===== src/verilog/isc_pkg.sv =====
// Constants, addresses and check helpers of the input serialiser port
package isc_pkg;

    // ****************************************
    // Frame geometry
    // ****************************************
    localparam int          ISC_FRAME_CHK  = 24;
    localparam int          ISC_FRAME_RAW  = 16;
    localparam int          ISC_CRC_SPAN   = 19;
    localparam logic [4:0]  ISC_CRC_SEED   = 5'h07;
    localparam logic [4:0]  ISC_CRC_POLY   = 5'h15;

    // ****************************************
    // Register addresses
    // ****************************************
    localparam logic [6:0]  ISC_A_INPUT    = 7'h02;
    localparam logic [6:0]  ISC_A_FAULT_STATUS_FIRST   = 7'h04;
    localparam logic [6:0]  ISC_A_FLT_BASE = 7'h06;
    localparam logic [6:0]  ISC_A_FLT_END  = 7'h16;
    localparam logic [6:0]  ISC_A_CHAN_EN  = 7'h16;
    localparam logic [6:0]  ISC_A_F1_EN    = 7'h18;
    localparam logic [6:0]  ISC_A_F2_EN    = 7'h1a;
    localparam logic [6:0]  ISC_A_FAULT_STATUS_SECOND   = 7'h1c;

    // ****************************************
    // Reset values and field positions
    // ****************************************
    localparam logic [7:0]  ISC_RST_F1_EN  = 8'hc0;
    localparam logic [7:0]  ISC_RST_F2_EN  = 8'h00;
    localparam logic [7:0]  ISC_RST_FLT    = 8'h08;
    localparam logic [7:0]  ISC_RST_CHAN   = 8'hff;
    localparam int          ISC_F1_CRC     = 7;
    localparam int          ISC_F1_POR     = 6;
    localparam int          ISC_F1_SUM     = 5;
    localparam int          ISC_F1_LOW     = 2;
    localparam int          ISC_F1_MISS    = 1;
    localparam int          ISC_F2_CK      = 4;

    // ****************************************
    // Check value helpers, most significant bit first
    // ****************************************
    function automatic logic [4:0] isc_crc_step(input logic [4:0] c, input logic b);
        return {c[3:0], 1'b0} ^ ((c[4] ^ b) ? ISC_CRC_POLY : 5'h00);
    endfunction

    function automatic logic [4:0] isc_crc5(input logic [18:0] d);
        logic [4:0] c;
        c = ISC_CRC_SEED;
        for (int i = ISC_CRC_SPAN - 1; i >= 0; i--)
        begin
            c = isc_crc_step(c, d[i]);
        end
        return c;
    endfunction

endpackage


===== src/verilog/isc_spi_port.sv =====
// Serial port of the octal input serialiser with its command FIFO
`timescale 1ns/1ns

// ****************************************
// Command FIFO
// ****************************************
module isc_fifo
    import isc_pkg::*;
#(
    parameter int WIDTH = 16,
    parameter int DEPTH = 16
)(
    // Clock and reset
    input  wire logic             clk,
    input  wire logic             resetn,
    // Fill side
    input  wire logic             in_valid,
    output      logic             in_ready,
    input  wire logic [WIDTH-1:0] in_data,
    // Drain side
    output      logic             out_valid,
    input  wire logic             out_ready,
    output      logic [WIDTH-1:0] out_data
);
    localparam int AW = $clog2(DEPTH);

    logic [WIDTH-1:0] mem [0:DEPTH-1];
    logic [AW:0]      wr_ptr;
    logic [AW:0]      rd_ptr;
    wire              push = in_valid & in_ready;
    wire              pop  = out_valid & out_ready;

    assign in_ready  = (wr_ptr ^ rd_ptr) != {1'b1, {AW{1'b0}}};
    assign out_valid = wr_ptr != rd_ptr;
    assign out_data  = mem[rd_ptr[AW-1:0]];

    always_ff @(posedge clk)
    begin
        if (push)
            mem[wr_ptr[AW-1:0]] <= in_data;
    end

    always_ff @(posedge clk)
    begin
        if (!resetn)
        begin
            wr_ptr <= '0;
            rd_ptr <= '0;
        end
        else
        begin
            wr_ptr <= wr_ptr + (AW+1)'(push);
            rd_ptr <= rd_ptr + (AW+1)'(pop);
        end
    end
endmodule // isc_fifo

// ****************************************
// Serial port
// ****************************************
// Function
// - Check value uses generator x^5+x^4+x^2+1 in checked modes.
// - Check covers first 19 bits after seed 00111; appended as last five.
// - Failed check sets frame-check flag, gated onto fault; next good frame clears.
// - Commands in a frame failing its check are not executed.
// - Mode pins: 00/10 checked 24-bit, 01/11 unchecked 16-bit; high bit chains.
// - Chip select falling captures the eight inputs, disabled channels as zero, and opens the port.
// - Clock polarity and phase zero: sample on rise, shift on fall.
// - First bit in on SDI is the read/write selector.
// - Clock edges while chip select is high are ignored.
// - First eight SDO bits are captured inputs, highest channel first.
// - Direct modes answer a read in byte two; zeros after a write.
// - Chained modes decode at frame end; read data comes next frame.
// - Clock count not a multiple of eight discards data, sets count flag.
// - Port ignored, SDO released without core and logic supply; registers lost without core and field.
// - Power-up flag starts at one; writing zero to first fault register clears it.
// - Power-up: filters bypassed, channels enabled, only check and power-up flags enabled.
// - Bit 5 of first fault register summarises the second.
// - Reading a fault register clears its supply and count flags; persisting cause sets again.
// - Capture strobe freezes inputs across devices without shared chip select.
// - Input latches freeze on chip select or strobe; supply alarms on chip select.
// - Checked frames carry the two supply alarm bits before the check value.
// - Unchecked eight-clock frames return inputs and ignore the command.
module isc_spi_port
    import isc_pkg::*;
#(
    parameter int FIFO_DEPTH = 16
)(
    // Clock and reset
    input  wire logic       clk,
    input  wire logic       resetn,
    // Serial link
    input  wire logic       cs_n,
    input  wire logic       sclk,
    input  wire logic       sdi,
    output      logic       sdo,
    output      logic       sdo_oe_n,
    input  wire logic       capture_n,
    // Mode pins
    input  wire logic       check_disable_pin,
    input  wire logic       chain_select_pin,
    // Field side
    input  wire logic [7:0] field_inputs,
    input  wire logic       field_supply_low,
    input  wire logic       field_supply_missing,
    // Supply monitors
    input  wire logic       core_supply_ok,
    input  wire logic       logic_supply_ok,
    // Status pins
    output      logic       fault_o,
    output      logic       fault_oe_n,
    output      logic       ready_n,
    output      logic       cmd_ready
);
    // ****************************************
    // Synchronisers
    // ****************************************
    localparam int NS = 18;
    localparam int S_CS = 17, S_CK = 16, S_DI = 15, S_LT = 14, S_MD = 13, S_MC = 12;
    localparam int S_CO = 11, S_LO = 10, S_FL = 9, S_FM = 8;

    logic [NS-1:0] meta;
    logic [NS-1:0] sy;
    logic [NS-1:0] sy_d;
    wire  [NS-1:0] async_in = {cs_n, sclk, sdi, capture_n, check_disable_pin, chain_select_pin,
                               core_supply_ok, logic_supply_ok, field_supply_low,
                               field_supply_missing, field_inputs};

    always_ff @(posedge clk)
    begin
        if (!resetn)
        begin
            meta <= '0;
            sy   <= '0;
            sy_d <= '0;
        end
        else
        begin
            meta <= async_in;
            sy   <= meta;
            sy_d <= sy;
        end
    end

    // ****************************************
    // Decode of pins and link events
    // ****************************************
    logic        in_frame;
    logic [23:0] rx;
    logic [23:0] tx;
    logic [4:0]  rx_cnt;
    logic [2:0]  rx_mod;
    logic [4:0]  out_cnt;
    logic [4:0]  crc_tx;
    logic        rx_bit;
    logic [7:0]  din_latch;
    logic [1:0]  alarm_snap;
    logic        rd_pend;
    logic [7:0]  rd_hold;
    logic        crc_err;
    logic        por;
    logic        f_low;
    logic        f_miss;
    logic        ck_err;
    logic [7:0]  f1_en;
    logic [7:0]  f2_en;
    logic [7:0]  chan_en;
    logic [7:0]  flt [0:7];
    logic [7:0]  f1_val;
    logic [7:0]  f2_val;

    wire        checked    = ~sy[S_MD];
    wire        chained    = sy[S_MC];
    wire        port_en    = sy[S_CO] & sy[S_LO];
    wire        mem_lost   = ~sy[S_CO] & sy[S_FM];
    wire        regs_clr   = ~resetn | mem_lost;
    wire        cs_fall    = sy_d[S_CS] & ~sy[S_CS] & port_en & ~in_frame;
    wire        cs_rise    = in_frame & sy[S_CS];
    wire        sclk_rise  = in_frame & ~sy[S_CS] & ~sy_d[S_CK] & sy[S_CK];
    wire        sclk_fall  = in_frame & ~sy[S_CS] & sy_d[S_CK] & ~sy[S_CK];
    wire [4:0]  frame_len  = checked ? 5'(ISC_FRAME_CHK) : 5'(ISC_FRAME_RAW);
    wire        len_ok     = rx_mod == 3'h0;
    wire        cmd_ok     = len_ok & (rx_cnt >= frame_len);
    wire [15:0] cmd        = checked ? rx[23:8] : rx[15:0];
    wire        crc_bad    = checked & (isc_crc5(rx[23:5]) != rx[4:0]);
    wire        frame_exec = cs_rise & cmd_ok & ~crc_bad;
    wire        cmd_write  = cmd[15];
    wire [23:0] rx_next    = {rx[22:0], sy[S_DI]};
    wire        direct_rd  = sclk_rise & ~chained & (rx_cnt == 5'd7) & ~rx_next[7];

    // ****************************************
    // Register read decode
    // ****************************************
    wire [6:0]  rd_addr    = cs_rise ? cmd[14:8] : rx_next[6:0];
    wire        flt_hit    = (rd_addr >= ISC_A_FLT_BASE) & (rd_addr < ISC_A_FLT_END) & ~rd_addr[0];
    wire [6:0]  flt_off    = rd_addr - ISC_A_FLT_BASE;
    wire [7:0]  rd_data    = (rd_addr == ISC_A_INPUT)   ? din_latch :
                             (rd_addr == ISC_A_FAULT_STATUS_FIRST)  ? f1_val    :
                             (rd_addr == ISC_A_FAULT_STATUS_SECOND)  ? f2_val    :
                             (rd_addr == ISC_A_F1_EN)   ? f1_en     :
                             (rd_addr == ISC_A_F2_EN)   ? f2_en     :
                             (rd_addr == ISC_A_CHAN_EN) ? chan_en   :
                             flt_hit ? flt[flt_off[3:1]] : 8'h00;

    always_comb
    begin
        f2_val              = 8'h00;
        f2_val[ISC_F2_CK]   = ck_err;
        f1_val              = 8'h00;
        f1_val[ISC_F1_CRC]  = crc_err;
        f1_val[ISC_F1_POR]  = por;
        f1_val[ISC_F1_SUM]  = |f2_val;
        f1_val[ISC_F1_LOW]  = f_low;
        f1_val[ISC_F1_MISS] = f_miss;
    end

    // ****************************************
    // Command FIFO and executor
    // ****************************************
    // Draining only between frames keeps reads mid-frame consistent
    logic        ex_valid;
    logic [15:0] ex_cmd;
    wire         ex_go    = ex_valid & ~in_frame;
    wire         ex_wr    = ex_go & ex_cmd[15];
    wire         ex_rd    = ex_go & ~ex_cmd[15];
    wire [6:0]   ex_addr  = ex_cmd[14:8];
    wire [6:0]   ex_off   = ex_addr - ISC_A_FLT_BASE;
    wire         ex_flt   = ex_wr & (ex_addr >= ISC_A_FLT_BASE) & (ex_addr < ISC_A_FLT_END) & ~ex_addr[0];
    wire         rd_f1    = ex_rd & (ex_addr == ISC_A_FAULT_STATUS_FIRST);
    wire         rd_f2    = ex_rd & (ex_addr == ISC_A_FAULT_STATUS_SECOND);

    isc_fifo #(
        .WIDTH (16),
        .DEPTH (FIFO_DEPTH)
    ) u_fifo (
        .clk       (clk),
        .resetn    (~regs_clr),
        .in_valid  (frame_exec),
        .in_ready  (cmd_ready),
        .in_data   (cmd),
        .out_valid (ex_valid),
        .out_ready (~in_frame),
        .out_data  (ex_cmd)
    );

    // ****************************************
    // Configuration registers
    // ****************************************
    always_ff @(posedge clk)
    begin
        if (regs_clr)
        begin
            f1_en   <= ISC_RST_F1_EN;
            f2_en   <= ISC_RST_F2_EN;
            chan_en <= ISC_RST_CHAN;
            for (int i = 0; i < 8; i++)
                flt[i] <= ISC_RST_FLT;
        end
        else
        begin
            if (ex_wr & (ex_addr == ISC_A_F1_EN))
                f1_en <= ex_cmd[7:0];
            if (ex_wr & (ex_addr == ISC_A_F2_EN))
                f2_en <= ex_cmd[7:0];
            if (ex_wr & (ex_addr == ISC_A_CHAN_EN))
                chan_en <= ex_cmd[7:0];
            if (ex_flt)
                flt[ex_off[3:1]] <= ex_cmd[7:0];
        end
    end

    // ****************************************
    // Fault flags, set wins over clear
    // ****************************************
    always_ff @(posedge clk)
    begin
        if (regs_clr)
        begin
            crc_err <= 1'b0;
            por     <= 1'b1;
            f_low   <= 1'b1;
            f_miss  <= 1'b1;
            ck_err  <= 1'b0;
        end
        else
        begin
            if (cs_rise & cmd_ok & checked)
                crc_err <= crc_bad;
            if (ex_wr & (ex_addr == ISC_A_FAULT_STATUS_FIRST) & ~ex_cmd[ISC_F1_POR])
                por <= 1'b0;
            f_low  <= sy[S_FL] | (f_low & ~rd_f1);
            f_miss <= sy[S_FM] | (f_miss & ~rd_f1);
            ck_err <= (cs_rise & ~len_ok) | (ck_err & ~rd_f2);
        end
    end

    // ****************************************
    // Input latches
    // ****************************************
    always_ff @(posedge clk)
    begin
        if (!resetn)
        begin
            din_latch  <= 8'h00;
            alarm_snap <= 2'b00;
        end
        else
        begin
            if (sy[S_CS] & sy[S_LT])
                din_latch <= sy[7:0] & chan_en;
            if (sy[S_CS])
                alarm_snap <= {f_low, f_miss};
        end
    end

    // ****************************************
    // Receive side
    // ****************************************
    always_ff @(posedge clk)
    begin
        if (!resetn)
        begin
            in_frame <= 1'b0;
            rx       <= 24'h000000;
            rx_cnt   <= 5'h00;
            rx_mod   <= 3'h0;
            rx_bit   <= 1'b0;
        end
        else if (cs_fall)
        begin
            in_frame <= 1'b1;
            rx_cnt   <= 5'h00;
            rx_mod   <= 3'h0;
        end
        else if (cs_rise | ~port_en)
            in_frame <= 1'b0;
        else if (sclk_rise)
        begin
            rx     <= rx_next;
            rx_bit <= sy[S_DI];
            rx_mod <= rx_mod + 3'h1;
            if (rx_cnt != 5'h1f)
                rx_cnt <= rx_cnt + 5'h01;
        end
    end

    // Chained read answered in the following frame
    always_ff @(posedge clk)
    begin
        if (regs_clr)
        begin
            rd_pend <= 1'b0;
            rd_hold <= 8'h00;
        end
        else if (frame_exec & chained)
        begin
            rd_pend <= ~cmd_write;
            rd_hold <= rd_data;
        end
    end

    // ****************************************
    // Transmit side
    // ****************************************
    // Tx doubles as the chain pass-through: received bits re-emerge one frame later
    wire [7:0]  byte2     = (chained & rd_pend) ? rd_hold : 8'h00;
    wire [23:0] tx_load   = checked ? {din_latch, byte2, alarm_snap, 1'b0, 5'h00}
                                    : {din_latch, byte2, 8'h00};
    wire [23:0] tx_shift  = checked ? {tx[22:0], rx_bit} : {tx[22:8], rx_bit, 8'h00};
    wire        crc_phase = checked & (out_cnt >= 5'(ISC_CRC_SPAN)) & (out_cnt < 5'(ISC_FRAME_CHK));

    always_ff @(posedge clk)
    begin
        if (!resetn)
        begin
            tx      <= 24'h000000;
            out_cnt <= 5'h00;
            crc_tx  <= ISC_CRC_SEED;
        end
        else if (cs_fall)
        begin
            tx      <= tx_load;
            out_cnt <= 5'h00;
            crc_tx  <= ISC_CRC_SEED;
        end
        else if (direct_rd)
            tx[22:15] <= rd_data;
        else if (sclk_fall)
        begin
            tx <= tx_shift;
            if (out_cnt != 5'h1f)
                out_cnt <= out_cnt + 5'h01;
            if (out_cnt < 5'(ISC_CRC_SPAN))
                crc_tx <= isc_crc_step(crc_tx, tx[23]);
            else
                crc_tx <= {crc_tx[3:0], 1'b0};
        end
    end

    // ****************************************
    // Pins
    // ****************************************
    wire fault_any = |(f1_val & f1_en) | |(f2_val & f2_en);

    assign fault_o = 1'b0;

    always_ff @(posedge clk)
    begin
        if (!resetn)
        begin
            sdo        <= 1'b0;
            sdo_oe_n   <= 1'b1;
            fault_oe_n <= 1'b1;
            ready_n    <= 1'b1;
        end
        else
        begin
            sdo        <= crc_phase ? crc_tx[4] : tx[23];
            sdo_oe_n   <= ~(in_frame & port_en);
            fault_oe_n <= ~fault_any;
            ready_n    <= ~port_en;
        end
    end
endmodule // isc_spi_port


===== config.mk =====
export PLATFORM = sky130hd
export DESIGN_NAME = isc_spi_port
export DESIGN_NICKNAME = d
export VERILOG_FILES = /design/src/verilog/isc_pkg.sv /design/src/verilog/isc_spi_port.sv
export SDC_FILE = /design/constraint.sdc
export NUM_CORES = 1
export LEC_CHECK = 0
export BUFFER_PORTS_ARGS = -buffer_cell sky130_fd_sc_hd__buf_2
export CAP_MARGIN = 20
export CORE_AREA = 2 2 188 282
export CTS_BUF_LIST = sky130_fd_sc_hd__clkbuf_2
export DETAILED_ROUTE_END_ITERATION = 12
export DIE_AREA = 0 0 190 284
export GPL_TIMING_DRIVEN = 0
export SLEW_MARGIN = 10
export SYNTH_ARGS = -nofsm -noshare
export SYNTH_HDL_FRONTEND = slang
export SYNTH_SLANG_ARGS = --single-unit

===== constraint.sdc =====
create_clock -name clk -period 4.4 [get_ports clk]
set_input_delay 0.88 -clock clk [delete_from_list [all_inputs] [get_ports clk]]
set_output_delay 0.88 -clock clk [all_outputs]
set_load 0.1 [all_outputs]

==> results.json, run 1 <==
{
  "status": "finished, final reports clean",
  "hold_class": "input port to flop",
  "max_freq_mhz": 237,
  "path_cells": "clkbuf_1, xnor2_1, xnor3_1, xnor2_1, a211o_1, a211oi_2, nor3_1, or3_1, buf_6, nor4_2, buf_2, buf_2",
  "syn_inst": 1521,
  "cp_slowest_cell": "nor4_2",
  "ys.flop_type": "edfxtp_1",
  "powerDensity_mw_per_mm2": 340,
  "grt_pass1_vias": 13412,
  "intPower_mw": 5.96,
  "cts_root_buf": "clkbuf_2",
  "clockBufferDepth": 3,
  "dpl_cell_area_mm2": 0.0217,
  "layout_common_cells": "edfxtp_1, nand2_1, dfxtp_1",
  "synth_mux_area_frac": 0.122,
  "syn-cell-area_mm2": 0.0203,
  "clock_power_share": 0.360,
  "synth_warnings": 0,
  "async_reset_ff_frac": 0,
  "final_nets": 1744,
  "crit_arrival_ns": 4.99,
  "overflow": 0,
  "grt_usage": 0.186,
  "fin_skew_ns": 0.0888,
  "pre_cts_ws_ns": -0.547,
  "ir_drop_v": 0.000141,
  "grt_max_degree": 19,
  "synthXorXnorAreaFrac": 0.0293,
  "max_stage_delay_ns": 0.58,
  "avgSynthCellArea_um2": 13.4,
  "finish.instance_area_mm2": 0.0230,
  "hold_viol_final": 0,
  "synth_compound_area_frac": 0.0603,
  "synth_edf_count": 320,
  "drt_iter0_markers": 795,
  "htreeDepth": 3,
  "die_x_um": 190,
  "place_hpwl_um": 35500,
  "via_per_inst": 5.27,
  "fin_crit_ns": 4.22,
  "drc_errors": 0,
  "power.leakage_nw": 8.16,
  "maxCapViolations": 0,
  "worst_pin_slew_ns": 1.13,
  "crit_start": "rx[6]$_SDFFE_PN0P_",
  "path_max_fanout": 8,
  "crit_path_start_kind": "flop",
  "ant_nets": 0,
  "insertion_delay_ns": 1.13,
  "clkTransAtPathRegs_ns": 0.12,
  "ys_ff_latch": 487,
  "ys_types": 73,
  "setup_violations": 0,
  "row_count": 102,
  "drive_gt1_frac": 0.222,
  "synthAdderAreaFrac": 0.00861,
  "cts_made_buffers": 109,
  "final_common_cell": "edfxtp_1",
  "combPwrFrac": 0.017,
  "switching_share": 0.237,
  "antenna_found_initial": 2,
  "start_util": 0.396,
  "cts_sinks": 487,
  "setup_slack_ns": 0.176,
  "ys_seq_area_frac": 0.637,
  "switchingPower_mw": 1.85,
  "pwr-share-seq": 0.623,
  "crit-reg2reg-launch": "rx[6]$_SDFFE_PN0P_",
  "synth_top_family_by_area": "multiplexers",
  "hp-start": "resetn",
  "drv_slew": 0,
  "holdWs_ns": 0.352,
  "routabilityCongestion": 0.845,
  "slew_headroom": 0.244,
  "synth_nets": 1555,
  "wl_per_cell_um": 20.1,
  "die_area_mm2": 0.0540,
  "grt_pass1_wl_um": 76300,
  "required_ns": 5.17,
  "cts_tree": "yes",
  "fp.dieH_um": 284,
  "yosys.area_share.simple": 0.118,
  "vias": 13036,
  "wirelength_um": 49600,
  "path_class": "flop to flop",
  "syn_to_final_growth_pct": 12.9,
  "port_buffers": 23,
  "drtPass1Iterations": 5,
  "cp-end-kind": "flop",
  "min_period_over_period": 0.960,
  "ioPinCount": 26,
  "coreArea_mm2": 0.0514
}
per-stage QoR:
| stage | util | std cells | power [mW] | TNS [ns] |
|---|---|---|---|---|
| 6_report | 0.446 | 2474 | 7.81 | 0 |
| 5_1_grt | 0.446 | 2474 | 8.14 | -0.0152 |
| 4_1_cts | 0.446 | 2472 | 7.90 | 0 |
| 3_5_place_dp | 0.422 | 2256 | 5.09 | -9.33 |
| 3_3_place_gp | 0.414 | 2220 | 5.08 | -489.89 |
| 2_1_floorplan | - | 1521 | 5.04 | -1.33 |
metal layers:
metal  vias to the layer above  share of wire  track usage  routed length [um]
met4                         0          0.033       0.0802                1620
met5                         -              0            0                   0
li1                       6068              -            -                   -
met1                      6493           0.37        0.200               18300
met3                       118          0.046       0.0313                2270
met2                       357           0.55        0.352               27400
sequential cells by signal, indices dropped and copies added, names as in the netlist, 2 cells and up:
register       cells
alarm_snap         2
chan_en            8
crc_tx             5
din_latch          8
f1_en              8
f2_en              8
flt               64
meta              18
out_cnt            5
rd_hold            8
rx                24
rx_cnt             5
rx_mod             3
sy                18
sy_d               2
tx                24
u_fifo.mem       256
u_fifo.rd_ptr      5
u_fifo.wr_ptr      5
logic make-up after synthesis:
| family | after synthesis |
|---|---|
| DFF | 487 |
| adders and majority gates | 14 |
| AOI/OAI and AO/OA | 192 |
| muxes | 142 |
| buffers and inverters | 114 |
| and+or+nand+nor | 514 |
| other | 1 |
| xor gates and xnor gates | 57 |
what timing repair did:
action,in CTS,in global routing
setup buffers,2,0
gates resized for setup,8,11
setup endpoints to repair,127,51
pin swaps,1,0
hold buffers,18,0
hold endpoints to repair,18,0
cloned,0,0
cells in the mapped netlist, types with 18 or more instances:
cell type    n  area (um2)
nand3_1     43         215
mux2i_1     39         390
inv_1       22        82.6
nor3_1      18        90.1
dfxtp_1    167        3340
and2_1      46         288
mux4_2      82        1850
nor2_1     145         544
nand2_1    189         709
mux2_2      20         225
edfxtp_1   320        9610
xnor2_1     33         289
o21ai_0     34         170
clkbuf_1    63         236
a21oi_1     60         300
layout make-up:
type                       count  area [um2]
antenna                        2        5.00
buffer                        88         409
clock buffer                 153         766
clock inverter                44         236
fill                        4685       28500
inverter                      25        93.8
multi-input combinational    920        7040
sequential                   487       13000
tap                          676         846
timing repair buffer          79         612
critical path: cells and delay by family, from the launching register on:
kind	cells	cell delay [ns]
simple gates	3	1.09
xor+xnor	3	0.84
flops	1	0.33
compound gates	2	0.51
buf+inv	4	1.11
power by group through the flow:
| stage | clock network (mW) | registers [mW] | logic, mW |
|---|---|---|---|
| after floorplan | 0 | 4.97 | 0.0710 |
| after global placement | 0 | 4.97 | 0.118 |
| after detailed placement | 0 | 4.97 | 0.121 |
| after CTS | 2.90 | 4.86 | 0.134 |
| after global routing | 3.13 | 4.87 | 0.142 |
| final | 2.81 | 4.86 | 0.133 |
path summary, 6_finish.rpt:
check	cells past startpoint	to	slack, ns
setup / recovery	12	u_fifo.mem[8][2]$_DFFE_PP_	0.18
setup reg to reg	12	u_fifo.mem[8][2]$_DFFE_PP_	0.18
hold / removal	3	rx[0]$_SDFFE_PN0P_	0.35
hold reg to reg	1	f_low$_SDFF_PP1_	0.43
Note: power is estimated with default switching activity, not from simulation.
==> inputs of run 2 (changes only) <==
--- a/config.mk
+++ b/config.mk
@@ -5,13 +5,15 @@
 export SDC_FILE = /design/constraint.sdc
 export NUM_CORES = 1
 export LEC_CHECK = 0
+export ABC_AREA = 1
 export BUFFER_PORTS_ARGS = -buffer_cell sky130_fd_sc_hd__buf_2
 export CAP_MARGIN = 20
-export CORE_AREA = 2 2 188 282
+export CORE_AREA = 2 2 189 284
 export CTS_BUF_LIST = sky130_fd_sc_hd__clkbuf_2
 export DETAILED_ROUTE_END_ITERATION = 12
-export DIE_AREA = 0 0 190 284
+export DIE_AREA = 0 0 191 286
 export GPL_TIMING_DRIVEN = 0
+export HOLD_SLACK_MARGIN = 0.02
 export SLEW_MARGIN = 10
 export SYNTH_ARGS = -nofsm -noshare
 export SYNTH_HDL_FRONTEND = slang
==> run 2 against run 1 <==
Against the previous run: worst hold slack gained 0.027 ns; via count up 24%; count of clock-buffer cells in the layout rose by 10; highest routed layer unchanged; register-to-register slack gained 0.02 ns; combinational power about the same; non-clock buffer count up 35; largest cell class unchanged; clock skew decreased by 0.022 ns; die area increased by 1.2%; critical path type is now flop to primary output; total power fell by 1.4%; clock power decreased by 4%; first-iteration DRC count up 34%.
==> results.json, run 2 <==
{
  "path_cells": "buf_1, xnor2_1, nand4_1, or2_2, clkbuf_1, buf_2",
  "holdWs_ns": 0.379,
  "cts_tree": "yes",
  "ir_drop_v": 0.000144,
  "combPwrFrac": 0.017,
  "slew_headroom": 0.332,
  "utilization": 0.459,
  "grt_pass1_wl_um": 87600,
  "fp.dieH_um": 286,
  "drive_gt1_frac": 0.173,
  "max_stage_delay_ns": 0.62,
  "finish.instance_area_mm2": 0.0239,
  "syn-cell-area_mm2": 0.0207,
  "place_hpwl_um": 40300,
  "intPower_mw": 5.87,
  "ioPinCount": 26,
  "grt_pass1_vias": 16060,
  "layout_common_cells": "edfxtp_1, nor2_1, nand2_1",
  "synth_nets": 2139,
  "clock_power_share": 0.351,
  "max_freq_mhz": 235,
  "drt_iter0_markers": 1068,
  "insertion_delay_ns": 1.07,
  "clockBufferDepth": 3,
  "wirelength_um": 58100,
  "final_nets": 2350,
  "synth_most_common_cell": "edfxtp_1",
  "dpl_cell_area_mm2": 0.0221,
  "cp_slowest_cell": "buf_1",
  "path_buf_inv": 3,
  "avgSynthCellArea_um2": 9.84,
  "maxCapViolations": 0,
  "wl_per_cell_um": 18.9,
  "hold_viol_final": 0,
  "pre_cts_ws_ns": -0.401,
  "grt_max_degree": 18,
  "grt_usage": 0.210,
  "min_period_over_period": 0.969,
  "yosysTopAreaCell": "edfxtp_1",
  "ys.flop_type": "edfxtp_1",
  "antenna_found_initial": 2,
  "syn_to_final_growth_pct": 15.6,
  "fin_crit_ns": 4.26,
  "largest_reg_flops": 256,
  "crit_arrival_ns": 3.38,
  "powerDensity_mw_per_mm2": 322,
  "pwr-share-seq": 0.632,
  "coreArea_mm2": 0.0522,
  "required_ns": 3.52,
  "ys_types": 54,
  "synth.area.top_cells": "edfxtp_1, dfxtp_1, o21ai_0",
  "drv_slew": 0,
  "via_per_inst": 5.25,
  "ys_ff_latch": 487,
  "row_count": 103,
  "yosysTopAreaCellShare": 0.464,
  "synth_warnings": 0,
  "crit_family": "buffers and inverters",
  "nFillCells": 4950,
  "switching_share": 0.238,
  "switchingPower_mw": 1.83,
  "ant_nets": 0,
  "die_area_mm2": 0.0546,
  "routabilityCongestion": 0.887,
  "final_common_cell": "edfxtp_1",
  "clkTransAtPathRegs_ns": 0.10,
  "drtPass1Iterations": 7,
  "cts_sinks": 487,
  "overflow": 0,
  "synth_edf_count": 320,
  "cts_made_buffers": 106,
  "finalSetupTns_ns": 0,
  "worst_pin_slew_ns": 1.00,
  "start_util": 0.397,
  "fin_skew_ns": 0.0668,
  "path_class": "flop to primary output",
  "power.leakage_nw": 8.70,
  "drc_errors": 0,
  "status": "finished, final reports clean",
  "die_x_um": 191,
  "ys_seq_area_frac": 0.625,
  "htreeDepth": 3,
  "setup_violations": 0,
  "setup_slack_ns": 0.138,
  "path_max_fanout": 10,
  "cts_root_buf": "clkbuf_2",
  "cp-end-kind": "primary output",
  "port_buffers": 23,
  "syn_inst": 2105,
  "synth_common_cells": "edfxtp_1, nor2_1, nand2_1",
  "vias": 16177,
  "hold_class": "input port to flop",
  "async_reset_ff_frac": 0,
  "crit_path_start_kind": "flop"
}
[run 2: cell types whose count changed after synthesis, moves of 29 or more]
cell,previous run,this run
mux4_2,82,0
nand2_1,189,274
a21oi_1,60,101
o22ai_1,6,35
nand3_1,43,84
nor2_1,145,297
and2_1,46,0
inv_1,22,205
mux2i_1,39,0
o221ai_1,1,41
o21ai_0,34,260
[run 2: path summary, 6_finish.rpt]
path                          startpoint                           to  slack, ns  depth (start not counted)
max          u_fifo.rd_ptr[2]$_SDFF_PP0_                    cmd_ready       0.14                          6
min                               resetn    din_latch[0]$_SDFFE_PN0P_       0.38                          3
max reg2reg          rx[22]$_SDFFE_PN0P_  u_fifo.mem[4][11]$_DFFE_PP_       0.20                         26
min reg2reg           meta[6]$_SDFF_PN0_             sy[6]$_SDFF_PN0_       0.41                          2
[run 2: kinds of logic (layout without fill, tap and decap cells)]
group	count (synthesis)	count (layout)	share of synthesized area
simple gates	749	749	0.153
compound gates	501	501	0.139
flops	487	487	0.625
buf+inv	324	615	0.0598
xor+xnor	29	29	0.0139
fa+ha+maj	14	14	0.00846
other cells	1	4	0.000181
[run 2: final cells by class]
class | instances | area, um2 | share of cell area
Antenna cell | 3 | 7.51 | 0.000314
Sequential cell | 487 | 13000 | 0.541
Clock inverter | 25 | 105 | 0.00439
Buffer | 96 | 403 | 0.0168
Inverter | 225 | 855 | 0.0357
Multi-Input combinational cell | 1294 | 6920 | 0.289
Tap cell | 682 | 853 | 0.0356
Clock buffer | 163 | 816 | 0.0341
Timing Repair Buffer | 106 | 1030 | 0.0431
[run 2: what timing repair did]
item / in CTS / in global routing
hold buffers: 18 / 0
setup endpoints to repair: 199 / 383
setup buffers: 0 / 34
pin swaps: 0 / 31
endpoints found under the hold margin: 18 / 0
gates resized for setup: 23 / 86
[run 2: metal layers]
layer | GRT usage | routed length, um | share of wire | vias up
li1 | - | - | - | 7750
met3 | 0.0341 | 3010 | 0.052 | 146
met5 | 0 | 0 | 0 | -
met4 | 0.106 | 2270 | 0.039 | 0
met1 | 0.234 | 22300 | 0.38 | 7797
met2 | 0.381 | 30600 | 0.53 | 484
[run 2: through the flow]
stage	instances	power (mW)
final	3081	7.70
after global routing	3081	8.00
after global placement	2810	5.09
after CTS	3046	7.77
after detailed placement	2840	5.09
after floorplan	2105	5.04
[run 2: tightest hold or removal path: stages]
cell and delay, ns:
clkbuf_1 0.23, clkinv_1 0.22, a211oi_1 0.07
[run 2: power by group through the flow]
stage / Combinational (mW) / Clock, mW / Sequential [mW]
floorplan: 0.0721 / 0 / 4.97
global placement: 0.115 / 0 / 4.97
detailed placement: 0.119 / 0 / 4.97
CTS: 0.132 / 2.77 / 4.87
global route: 0.148 / 2.98 / 4.87
finish: 0.134 / 2.70 / 4.87
